<file path="src/hw/line_term_regs.vh">
/*
 * Constants of the line-termination activation machine: state codes,
 * transmit line signal codes and timer durations.
 * Assumes inclusion by bare name from the design files.
 */
`ifndef LINE_TERM_REGS_VH
`define LINE_TERM_REGS_VH

// State codes
`define ST_DEACTIVATED    4'h0
`define ST_AWAKE_ACK      4'h1
`define ST_AWAKE_SEND     4'h2
`define ST_TRAINING       4'h3
`define ST_LINE_SYNCED    4'h4
`define ST_PREACTIVE      4'h5
`define ST_FULL_ACTIVE    4'h6
`define ST_PENDING_DEACT  4'h7
`define ST_LOOP_WAKE      4'h8
`define ST_LOOP_SYNC      4'h9
`define ST_LOOP_PREACTIVE 4'hA
`define ST_LOOP_ACTIVE    4'hB

// Transmitted line signal codes
`define TX_QUIET          3'h0
`define TX_LOCAL_WAKE     3'h1
`define TX_TRAINING       3'h2
`define TX_PRE_ACTIVE     3'h3
`define TX_ACTIVE         3'h4

// Timer durations in microseconds, and the clock rate
`define CLK_MHZ           125
`define WAKE_ACK_US       1000
`define PREACTIVE_HOLD_US 1000
`define LOOP_WAKE_US      1000

// Cycle counts derived from the durations
`define WAKE_ACK_CYC       (`WAKE_ACK_US * `CLK_MHZ)
`define PREACTIVE_HOLD_CYC (`PREACTIVE_HOLD_US * `CLK_MHZ)
`define LOOP_WAKE_CYC      (`LOOP_WAKE_US * `CLK_MHZ)

// Activation time budgets in milliseconds
`define ACT_AFTER_DEACT_MS     210
`define ACT_AFTER_DEACT_REG_MS 420
`define ACT_FIRST_POWER_MS     1500
`define ACT_FIRST_POWER_REG_MS 3000

`endif

</file>
<file path="src/hw/act_timer.v">
/*
 * One-shot down-counting timer with a start strobe and an expiry pulse.
 * Assumes start comes from logic on the same clock.
 */
`timescale 1ns/100ps
`default_nettype none

module act_timer #(
    parameter WIDTH = 24
) (
    input  wire             core_clk_i,
    input  wire             rst_i,
    input  wire             start_i,
    input  wire [WIDTH-1:0] load_i,
    output reg              expire_o
);

    reg [WIDTH-1:0] count_q;
    reg             run_q;

    always @(posedge core_clk_i or posedge rst_i) begin
        if (rst_i) begin
            count_q  <= {WIDTH{1'b0}};
            run_q    <= 1'b0;
            expire_o <= 1'b0;
        end else if (start_i) begin
            // Restart reloads the full duration
            count_q  <= load_i;
            run_q    <= 1'b1;
            expire_o <= 1'b0;
        end else if (run_q && count_q <= {{(WIDTH-1){1'b0}}, 1'b1}) begin
            run_q    <= 1'b0;
            expire_o <= 1'b1;
        end else begin
            count_q  <= count_q - {{(WIDTH-1){1'b0}}, 1'b1};
            expire_o <= 1'b0;
        end
    end

endmodule // act_timer

`default_nettype wire

</file>
<file path="src/hw/line_term_activation_fsm.v">
/*
 * Activation and deactivation state machine of the line-termination end
 * of a subscriber line system, with loop-1 loopback activation.
 * Assumes receiver status inputs are async and are synchronised here;
 * exchange-side requests come from logic on the same clock as pulses.
 */
// How it works
// Transmitted line signal fixed by current state
// Activate request in deactivated: send wake
// Remote wake: acknowledge or go training
// Wake-ack expiry moves only awake-ack state
// Synced with remote training: line synced
// Remote interface synced: start hold, preactive
// Hold expiry: fully active, activated indication
// Deactivate request: pending deactivation from every state but deactivated and pending deactivation
// Line quiet when synced: error, or deactivated on pending
// Framing loss when synced: line error
// Loop request: loop wake or loop sync
// Loop wake sends wake, expiry to sync
// Loop sync achieved: hold timer, loop preactive
// Loop hold expiry: activated, loop active
// Loop active: transmit active, loopback operated
// Loop 2 and 1A leave machine unchanged
// Re-activation completes within 210/420 ms
// First-power activation within 1.5/3 s
// Unlisted events change nothing
`timescale 1ns/100ps
`default_nettype none
`include "line_term_regs.vh"

module line_term_activation_fsm #(
    // Timer lengths bound the activation time; see
    parameter WAKE_ACK_CYCLES  = `WAKE_ACK_CYC,
    parameter PREACT_CYCLES    = `PREACTIVE_HOLD_CYC,
    parameter LOOP_WAKE_CYCLES = `LOOP_WAKE_CYC,
    parameter LOOP_TO_SYNC     = 1
) (
    input  wire       core_clk_i,
    input  wire       rst_i,
    input  wire       activate_request_element_i,
    input  wire       deactivate_request_element_i,
    input  wire       loop1_request_element_i,
    input  wire       remote_wake_signal_i,
    input  wire       remote_training_i,
    input  wire       remote_if_synced_i,
    input  wire       line_quiet_i,
    input  wire       rx_synced_i,
    input  wire       framing_lost_i,
    input  wire       loop_rx_synced_i,
    output reg  [2:0] tx_signal_o,
    output reg  [3:0] state_o,
    output reg        loopback1_o,
    output reg        wake_seen_indication_o,
    output reg        line_synced_indication_o,
    output reg        activated_indication_o,
    output reg        deactivated_indication_o,
    output reg        line_error_indication_o
);

    localparam TW = 24;

    // Two-flop synchronisers for line receiver status
    reg [6:0] meta_q;
    reg [6:0] sync_q;
    reg [6:0] prev_q;

    always @(posedge core_clk_i or posedge rst_i) begin
        if (rst_i) begin
            meta_q <= 7'h00;
            sync_q <= 7'h00;
            prev_q <= 7'h00;
        end else begin
            meta_q <= {remote_wake_signal_i, remote_training_i,
                       remote_if_synced_i, line_quiet_i, rx_synced_i,
                       framing_lost_i, loop_rx_synced_i};
            sync_q <= meta_q;
            prev_q <= sync_q;
        end
    end

    wire rx_wake     = sync_q[6];
    wire rx_training = sync_q[5];
    wire rx_ifsync   = sync_q[4];
    wire rx_quiet    = sync_q[3];
    wire rx_synced   = sync_q[2];
    wire lost_frame  = sync_q[1];
    wire loop_synced = sync_q[0];
    // Events are rising edges of the synchronised levels
    wire wake_ev     = rx_wake & ~prev_q[6];
    wire quiet_ev    = rx_quiet & ~prev_q[3];
    wire lost_ev     = lost_frame & ~prev_q[1];

    reg  [3:0] state_q;
    reg  [3:0] state_d;
    reg        start_wa;
    reg        start_ph;
    reg        start_lw;
    reg        ind_wake;
    reg        ind_sync;
    reg        ind_act;
    reg        ind_deact;
    reg        ind_err;
    wire       wa_exp;
    wire       ph_exp;
    wire       lw_exp;

    act_timer #(.WIDTH(TW)) u_wake_ack (
        .core_clk_i (core_clk_i),
        .rst_i      (rst_i),
        .start_i    (start_wa),
        .load_i     (WAKE_ACK_CYCLES[TW-1:0]),
        .expire_o   (wa_exp)
    );

    act_timer #(.WIDTH(TW)) u_preact_hold (
        .core_clk_i (core_clk_i),
        .rst_i      (rst_i),
        .start_i    (start_ph),
        .load_i     (PREACT_CYCLES[TW-1:0]),
        .expire_o   (ph_exp)
    );

    act_timer #(.WIDTH(TW)) u_loop_wake (
        .core_clk_i (core_clk_i),
        .rst_i      (rst_i),
        .start_i    (start_lw),
        .load_i     (LOOP_WAKE_CYCLES[TW-1:0]),
        .expire_o   (lw_exp)
    );

    function [2:0] tx_of;
        input [3:0] st;
        begin
            case (st)
                `ST_AWAKE_ACK, `ST_AWAKE_SEND, `ST_LOOP_WAKE:
                    tx_of = `TX_LOCAL_WAKE;
                `ST_TRAINING, `ST_LINE_SYNCED, `ST_LOOP_SYNC:
                    tx_of = `TX_TRAINING;
                `ST_PREACTIVE, `ST_LOOP_PREACTIVE:
                    tx_of = `TX_PRE_ACTIVE;
                `ST_FULL_ACTIVE, `ST_LOOP_ACTIVE:
                    tx_of = `TX_ACTIVE;
                default:
                    tx_of = `TX_QUIET;
            endcase
        end
    endfunction

    // Loop 2 and 1A requests have no input here at all; see
    always @* begin
        state_d   = state_q;
        start_wa  = 1'b0;
        start_ph  = 1'b0;
        start_lw  = 1'b0;
        ind_wake  = 1'b0;
        ind_sync  = 1'b0;
        ind_act   = 1'b0;
        ind_deact = 1'b0;
        ind_err   = 1'b0;
        if (deactivate_request_element_i &&
            state_q != `ST_DEACTIVATED &&
            state_q != `ST_PENDING_DEACT) begin
            state_d = `ST_PENDING_DEACT;
        end else begin
            case (state_q)
                `ST_DEACTIVATED: begin
                    if (loop1_request_element_i) begin
                        start_lw = 1'b1;
                        state_d  = `ST_LOOP_WAKE;
                    end else if (wake_ev) begin
                        start_wa = 1'b1;
                        ind_wake = 1'b1;
                        state_d  = `ST_AWAKE_ACK;
                    end else if (activate_request_element_i) begin
                        state_d = `ST_AWAKE_SEND;
                    end
                end
                `ST_AWAKE_ACK: begin
                    if (wa_exp)
                        state_d = `ST_TRAINING;
                end
                `ST_AWAKE_SEND: begin
                    if (loop1_request_element_i && LOOP_TO_SYNC != 0)
                        state_d = `ST_LOOP_SYNC;
                    else if (wake_ev)
                        state_d = `ST_TRAINING;
                end
                `ST_TRAINING: begin
                    if (loop1_request_element_i && LOOP_TO_SYNC != 0) begin
                        state_d = `ST_LOOP_SYNC;
                    end else if (rx_ifsync) begin
                        start_ph = 1'b1;
                        state_d  = `ST_PREACTIVE;
                    end else if (rx_synced && rx_training) begin
                        ind_sync = 1'b1;
                        state_d  = `ST_LINE_SYNCED;
                    end
                end
                `ST_LINE_SYNCED: begin
                    if (loop1_request_element_i && LOOP_TO_SYNC != 0) begin
                        state_d = `ST_LOOP_SYNC;
                    end else if (rx_ifsync) begin
                        start_ph = 1'b1;
                        state_d  = `ST_PREACTIVE;
                    end
                end
                `ST_PREACTIVE: begin
                    if (ph_exp) begin
                        ind_act = 1'b1;
                        state_d = `ST_FULL_ACTIVE;
                    end
                end
                `ST_PENDING_DEACT: begin
                    if (loop1_request_element_i) begin
                        state_d = `ST_LOOP_WAKE;
                    end else if (quiet_ev || rx_quiet) begin
                        ind_deact = 1'b1;
                        state_d   = `ST_DEACTIVATED;
                    end
                end
                `ST_LOOP_WAKE: begin
                    if (lw_exp)
                        state_d = `ST_LOOP_SYNC;
                end
                `ST_LOOP_SYNC: begin
                    if (loop_synced) begin
                        start_ph = 1'b1;
                        state_d  = `ST_LOOP_PREACTIVE;
                    end
                end
                `ST_LOOP_PREACTIVE: begin
                    if (ph_exp) begin
                        ind_act = 1'b1;
                        state_d = `ST_LOOP_ACTIVE;
                    end
                end
                default: state_d = state_q;
            endcase
            if ((state_q == `ST_LINE_SYNCED || state_q == `ST_PREACTIVE ||
                 state_q == `ST_FULL_ACTIVE) && (quiet_ev || lost_ev))
                ind_err = 1'b1;
        end
    end

    always @(posedge core_clk_i or posedge rst_i) begin
        if (rst_i) begin
            state_q                  <= `ST_DEACTIVATED;
            state_o                  <= `ST_DEACTIVATED;
            tx_signal_o              <= `TX_QUIET;
            loopback1_o              <= 1'b0;
            wake_seen_indication_o   <= 1'b0;
            line_synced_indication_o <= 1'b0;
            activated_indication_o   <= 1'b0;
            deactivated_indication_o <= 1'b0;
            line_error_indication_o  <= 1'b0;
        end else begin
            state_q                  <= state_d;
            state_o                  <= state_d;
            tx_signal_o              <= tx_of(state_d);
            loopback1_o              <= (state_d == `ST_LOOP_SYNC ||
                                         state_d == `ST_LOOP_PREACTIVE ||
                                         state_d == `ST_LOOP_ACTIVE);
            wake_seen_indication_o   <= ind_wake;
            line_synced_indication_o <= ind_sync;
            activated_indication_o   <= ind_act;
            deactivated_indication_o <= ind_deact;
            line_error_indication_o  <= ind_err;
        end
    end

endmodule // line_term_activation_fsm

`default_nettype wire

</file>
<file path="config.mk">
export PLATFORM = sky130hd
export DESIGN_NAME = line_term_activation_fsm
export DESIGN_NICKNAME = d
export VERILOG_FILES = /design/src/hw/act_timer.v /design/src/hw/line_term_activation_fsm.v
export VERILOG_INCLUDE_DIRS = /design/src /design/src/hw
export SDC_FILE = /design/constraint.sdc
export NUM_CORES = 1
export LEC_CHECK = 0
export BUFFER_PORTS_ARGS = -buffer_cell sky130_fd_sc_hd__buf_2
export CORE_UTILIZATION = 30
export DETAILED_ROUTE_END_ITERATION = 8
export SYNTH_ARGS = -nofsm -noshare
export SYNTH_HDL_FRONTEND = slang
export SYNTH_SLANG_ARGS = --single-unit
</file>
<file path="constraint.sdc">
create_clock -name core_clk_i -period 7.19 [get_ports core_clk_i]
set_input_delay 0.719 -clock core_clk_i [delete_from_list [all_inputs] [get_ports core_clk_i]]
set_output_delay 0.719 -clock core_clk_i [all_outputs]
set_load 0.03 [all_outputs]
</file>
==> flow_summary_export.csv, run 1 <==
group,metric,value,unit
critical_path,reg2reg_to,"tx_signal_o[1]",
sta,maxSlewViolCount,0,
global_route,grt_usage,0.136,
power,pwr_density_cell,355,nW/um^2
final_layout,final_area,5970,um^2
synthesis,syn_avg_cell_area,9.79,um^2
critical_path,reg2reg_depth,10,
global_route,grt_pass1_vias,4252,
final_layout,drive_gt1_frac,0.0984,
final_layout,syn_to_final_growth,11.4,%
route,final_antenna_net_count,0,
route,drc,0,
global_route,grt_start_max_net_pins,74,
synthesis,synth.net_count,568,
power,ir_drop,0.162,mV
critical_path,crit_type,"reg2reg",
critical_path,worstPathRequired,7430,ps
clock_network,cts_tree,"yes",
sta,tightest_slew,1010,ps
critical_path,max_stage_delay,680,ps
sta,finalSetupViolations,0,
sta,fin_worst_skew,7.52,ps
synthesis,synth_edf_count,0,
sta,rsz0062_at_grt,"false",
clock_network,cts_root_buffer,"clkbuf_16",
min_path,min_to,"sync_q[1]",
critical_path,cp-end-kind,"flip-flop",
die,core_area,17400,um^2
min_path,hp-class,"reg2reg",
critical_path,r2r-start,"state_q[1]",
synthesis,async_reset_ff_frac,1.00,
final_layout,diodes,0,
power,p_leak,2.32,nW
critical_path,cp.arrival,3530,ps
sta,slew_headroom,0.320,
min_path,min-delay-start,"meta_q[1]",
die,std_cell_rows,48,
synthesis,ys_types,55,
critical_path,crit_chain,"or4_1 -> or3_1 -> inv_1 -> a211o_1 -> nor4_1 -> inv_1 -> ha_1 -> inv_1 -> nor3_1 -> a211o_1",
clock_network,hold_buffers,0,
clock_network,clockBufferDepth,2,
sta,final.setup.tns,0,ps
min_path,hold_depth,0,
critical_path,cp_max_fo,21,
place,place_area,5710,um^2
status,status,"finished clean",
route,drtIter0Drc,432,
critical_path,slowest_stage,"dfrtp_1",
sta,finalHoldViolations,0,
critical_path,ff2ff_setup_slack,3900,ps
die,die-area,18400,um^2
clock_network,ctsHtreeMaxLevel,3,
clock_network,postCtsResizedCells,0,
synthesis,synth_cells,547,
synthesis,ys_ff_latch,108,
route,wl_per_cell,15.1,um
clock_network,post_cts_buffers,0,
sta,period_share,0.458,
synthesis,synth_flop_cell,"dfrtp_1",
sta,timing.fmax,304,MHz
place,hpwl,8140,um
global_route,antenna_found_initial,0,
synthesis,ys_seq_area_frac,0.504,
clock_network,clock_latency,350,ps
route,via_per_inst,5.51,
final_layout,num-fill-cells,1717,
clock_network,cts.clk_slew.worst_paths,70,ps
die,initial_utilization,0.309,
critical_path,cp-startpoint,"state_q[1]",
global_route,grt_pass1_wl,20100,um
final_layout,final_nets,585,
route,wl,12000,um
clock_network,cts_sinks,108,
clock_network,cts_inserted_buffers,9,
critical_path,cpMostUsedCell,"inv_1",
synthesis,synth_area,5360,um^2
die,die_w,136,um
die,die_y,136,um
critical_path,worstSetupStartpointType,"flip-flop",
route,first_pass_iters,5,
global_route,grt-ovfl-total,0,
sta,final.min_clock_period,3290,ps
place,place.gp.congestion,0.863,
die,ioPinCount,25,
synthesis,ys_warn_count,0,
flow_run,maxCapViolCount,0,
place,numPortBuffers,24,
route,vias,4371,
worst max-delay path by stage:
stage / end / cells after the start / slack, ps
after detailed placement: tx_signal_o[1] / 10 / 3830
after global routing: tx_signal_o[1] / 10 / 3520
after global placement: tx_signal_o[1] / 10 / 3970
after floorplan: activated_indication_o / 1 / 3630
final: tx_signal_o[1] / 10 / 3900
after CTS: tx_signal_o[1] / 10 / 3900
synthesized netlist by cell type (3+ instances only):
library cell  instances  area share
a21oi_1              34       0.032
o21a_1                3      0.0042
or2_2                 5      0.0058
clkbuf_1             17       0.012
nor2b_1               4      0.0047
o211ai_1             11       0.015
o21ai_0              25       0.023
nand3_1              23       0.021
dfrtp_1             108        0.50
nand4_1               7      0.0082
inv_1                21       0.015
nand2_1              23       0.016
nand2b_1             10       0.012
and2_1                3      0.0035
xor2_1               11       0.018
or3_1                32       0.037
a211oi_1              3      0.0042
xnor2_1               3      0.0049
and3_1                7      0.0082
o31a_1                3      0.0049
a211o_1               6      0.0098
nor4_1               13       0.015
nor2_1               42       0.029
or4_1                30       0.042
nor3_1               23       0.021
ha_1                  9       0.021
mux2i_1               4      0.0075
o31ai_1              25       0.035
nor3b_1               3      0.0042
o41ai_1               4      0.0065
buf_2                 5      0.0047
through the flow:
stage	worst slack (ps)	total power [mW]	cells	hold WS, ps	utilization
3_5_place_dp	3830	1.67	778	341	0.329
2_1_floorplan	3630	1.47	547	331	-
5_1_grt	3520	2.27	794	369	0.344
4_1_cts	3900	2.13	794	357	0.344
3_3_place_gp	3970	1.62	778	334	0.329
6_report	3900	2.12	794	354	0.344
logic make-up after synthesis:
logic type / Yosys count / synth area share
flip-flops: 108 / 0.504
buffers and inverters: 43 / 0.0313
adder cells (fa/ha/maj): 9 / 0.0210
AND/OR/NAND/NOR: 236 / 0.248
XOR/XNOR: 14 / 0.0229
multiplexers: 4 / 0.00747
AO/OA/AOI/OAI: 133 / 0.165
sequential cells by signal, summed over array words and instances (netlist names), 3 cells and up:
register,flops
state_q,4
meta_q,7
tx_signal_o,3
u_loop_wake.count_q,24
prev_q,3
u_preact_hold.count_q,24
u_wake_ack.count_q,24
sync_q,7
per-layer routing:
| layer | track usage | share of wire | up-vias |
|---|---|---|---|
| met3 | 0.0183 | 0.033 | 13 |
| li1 | - | - | 2085 |
| met2 | 0.224 | 0.48 | 92 |
| met1 | 0.175 | 0.47 | 2181 |
| met5 | 0 | 0 | - |
| met4 | 0.0624 | 0.016 | 0 |
layout make-up:
class / count / area (um^2) / share of cell area
flip-flops and latches: 108 / 2700 / 0.453
well taps: 225 / 282 / 0.0472
repair buffers: 28 / 150 / 0.0251
clock inverters: 4 / 26.3 / 0.00440
multi-input cells: 396 / 2490 / 0.417
inverters: 21 / 81.3 / 0.0136
clock buffers: 12 / 236 / 0.0396
cells in the final DEF (no fill, tap or decap), drive strengths merged, types with 4 or more instances in the layout:
cell and n:
mux2i 4, xor2 11, nand2 23, and3 7, inv 21, o31ai 25, or4 31, or2 5
nor2 42, ha 9, o211ai 11, nor3 24, o21ai 26, nand2b 10, or3 32, nand4 7
nor2b 4, buf 28, nor4 13, o41ai 4, clkbuf 12, nand3 23, a21oi 34, a211o 6
dfrtp 108
power by group:
part / internal [mW] / total [mW] / switching, mW / leakage [nW]
clock network: 0.235 / 0.451 / 0.216 / 0.127
logic: 0.270 / 0.686 / 0.417 / 0.938
registers: 0.781 / 0.983 / 0.202 / 1.26
total: 1.29 / 2.12 / 0.835 / 2.32
worst max-delay path: cells and delay by family (launching register included):
kind	cells	cell delay (ps)
AOI/OAI and AO/OA	2	630
DFF	1	680
and+or+nand+nor	4	970
buffers and inverters	3	610
adders and majority gates	1	280
Note: power is estimated with default switching activity, not from simulation.
==> run 2: changes to the inputs <==
==> constraint.sdc (replaced) <==
create_clock -name core_clk_i -period 3.3 [get_ports core_clk_i]
set_input_delay 0.33 -clock core_clk_i [delete_from_list [all_inputs] [get_ports core_clk_i]]
set_output_delay 0.33 -clock core_clk_i [all_outputs]
set_load 0.03 [all_outputs]
==> run 2 against run 1 <==
  * Final cell count grew 1.1%
  * Worst setup slack worse by 3700 ps
  * Non-clock buffer count up 9
  * Clock skew is essentially flat
  * Hold slack got worse by 270 ps
  * Design area is 1.7% higher
  * Critical path type unchanged
  * Critical endpoint unchanged
==> flow_summary_export.csv, run 2 (synthesis gave the netlist of run 1 again) <==
group,metric,value,unit
status,status,"finished clean",
die,die_y,136,um
clock_network,postCtsResizedCells,0,
final_layout,final_cell_mix,"dfrtp_1, nor2_1, a21oi_1",
critical_path,worstSetupStartpointType,"flip-flop",
route,vias,4395,
route,via_per_inst,5.47,
final_layout,syn_to_final_growth,13.4,%
final_layout,drive_gt1_frac,0.118,
critical_path,cp_max_fo,15,
critical_path,cp-end-kind,"flip-flop",
sta,timing.fmax,324,MHz
clock_network,ctsHtreeMaxLevel,3,
final_layout,multiInputGateArea,2490,um^2
final_layout,final_util,0.350,
sta,maxSlewViolCount,0,
place,place.gp.congestion,0.858,
sta,final.setup.worst_slack,210,ps
die,die-area,18400,um^2
route,drc,0,
power,p_sw_frac,0.387,
final_layout,final_area,6070,um^2
die,initial_utilization,0.309,
power,pwr-share-seq,0.447,
route,wl,11700,um
clock_network,clockBufferDepth,2,
route,wl_per_cell,14.5,um
flow_run,maxCapViolCount,0,
sta,period_share,0.936,
clock_network,hold_buffers,0,
die,die_w,136,um
place,hpwl,8030,um
clock_network,clock_latency,350,ps
sta,tightest_slew,959,ps
clock_network,cts_tree,"yes",
critical_path,crit_type,"reg2reg",
die,core_area,17400,um^2
power,total_power,4.72,mW
route,drtIter0Drc,329,
global_route,grt-ovfl-total,0,
power,pwr_density_cell,777,nW/um^2
clock_network,cts_root_buffer,"clkbuf_16",
sta,whs,83.0,ps
min_path,hp-class,"in2reg",
critical_path,crit_buf_inv,2,
power,internal_power,2.89,mW
final_layout,diodes,0,
final_layout,largest_registers,"u_loop_wake.count_q: 24 flops, u_preact_hold.count_q: 24 flops, u_wake_ack.count_q: 24 flops",
final_layout,final_cells,803,
clock_network,post_cts_buffers,0,
global_route,grt_pass1_wl,19800,um
route,final_antenna_net_count,0,
power,switching_power,1.83,mW
place,pre_cts_ws,301,ps
global_route,grt_start_max_net_pins,79,
clock_network,cts_sinks,108,
die,ioPinCount,25,
sta,finalHoldViolations,0,
final_layout,num-fill-cells,1749,
critical_path,slowest_stage,"dfrtp_1",
route,first_pass_iters,4,
sta,fin_worst_skew,7.21,ps
final_layout,final_common_cell,"dfrtp_1",
critical_path,max_stage_delay,640,ps
critical_path,crit_chain,"nand2_1 -> o21ai_0 -> o22ai_1 -> nor4_1 -> inv_1 -> ha_1 -> inv_1 -> nor3_1 -> a211o_1",
critical_path,cpMostUsedCell,"inv_1",
final_layout,register_area,2700,um^2
final_layout,final_nets,594,
sta,rsz0062_at_grt,"false",
place,numPortBuffers,24,
global_route,grt_pass1_vias,4186,
power,ir_drop,0.394,mV
place,dp.cells,787,
critical_path,worstPathRequired,3540,ps
critical_path,cp_top_family,"compound AO/OA/AOI/OAI gates",
clock_network,cts_inserted_buffers,9,
power,p_clk_frac,0.228,
global_route,grt_usage,0.132,
power,p_leak,2.38,nW
sta,final.setup.tns,0,ps
power,p_comb_frac,0.325,
sta,finalSetupViolations,0,
sta,final.min_clock_period,3090,ps
die,std_cell_rows,48,
critical_path,cp.arrival,3330,ps
place,place_area,5780,um^2
clock_network,cts.clk_slew.worst_paths,70,ps
global_route,antenna_found_initial,0,
sta,slew_headroom,0.360,
==> run 2: changes by cell type in the layout (fill, tap and decap cells not counted), sizes merged <==
| cell | change |
|---|---|
| clkinvlp | +1 |
| clkinv | -1 |
| buf | +9 |
==> run 2: path summary, 6_finish.rpt <==
path,startpoint,to,slack (ps),depth (start not counted)
hold / removal,remote_training_i,meta_q[5],80,1
hold reg to reg,meta_q[1],sync_q[1],350,0
max in group asynchronous,rst_i,u_preact_hold.count_q[0],2270,3
min in group asynchronous,rst_i,u_loop_wake.count_q[12],180,2
setup / recovery,state_q[0],tx_signal_o[1],210,9
setup reg to reg,state_q[0],tx_signal_o[1],210,9
==> run 2: final cells by class <==
| class | instances | area share |
|---|---|---|
| Multi-Input combinational cell | 396 | 0.410 |
| Clock inverter | 4 | 0.00536 |
| Timing Repair Buffer | 37 | 0.0358 |
| Sequential cell | 108 | 0.445 |
| Clock buffer | 12 | 0.0439 |
| Inverter | 21 | 0.0134 |
| Tap cell | 225 | 0.0463 |
==> run 2: layer usage <==
layer,vias up,track usage,share of wire,routed length [um]
met2,75,0.212,0.47,5490
met4,0,0.0531,0.014,165
met5,-,0,0,0
met1,2191,0.178,0.48,5600
met3,14,0.0191,0.036,415
li1,2115,-,-,-
==> run 2: worst register-to-register path, stage by stage, from the launching register on <==
cell and delay, ps:
dfrtp_1 640, nand2_1 260, o21ai_0 460, o22ai_1 170
nor4_1 590, inv_1 180, ha_1 270, inv_1 70
nor3_1 40, a211o_1 300
==> run 2: power by group through the flow <==
stage	logic (mW)	clock network, mW	registers (mW)
finish	1.53	1.08	2.11
global route	1.72	1.14	2.18
CTS	1.54	1.10	2.10
detailed placement	1.53	0	2.12
global placement	1.47	0	2.09
floorplan	1.10	0	2.09
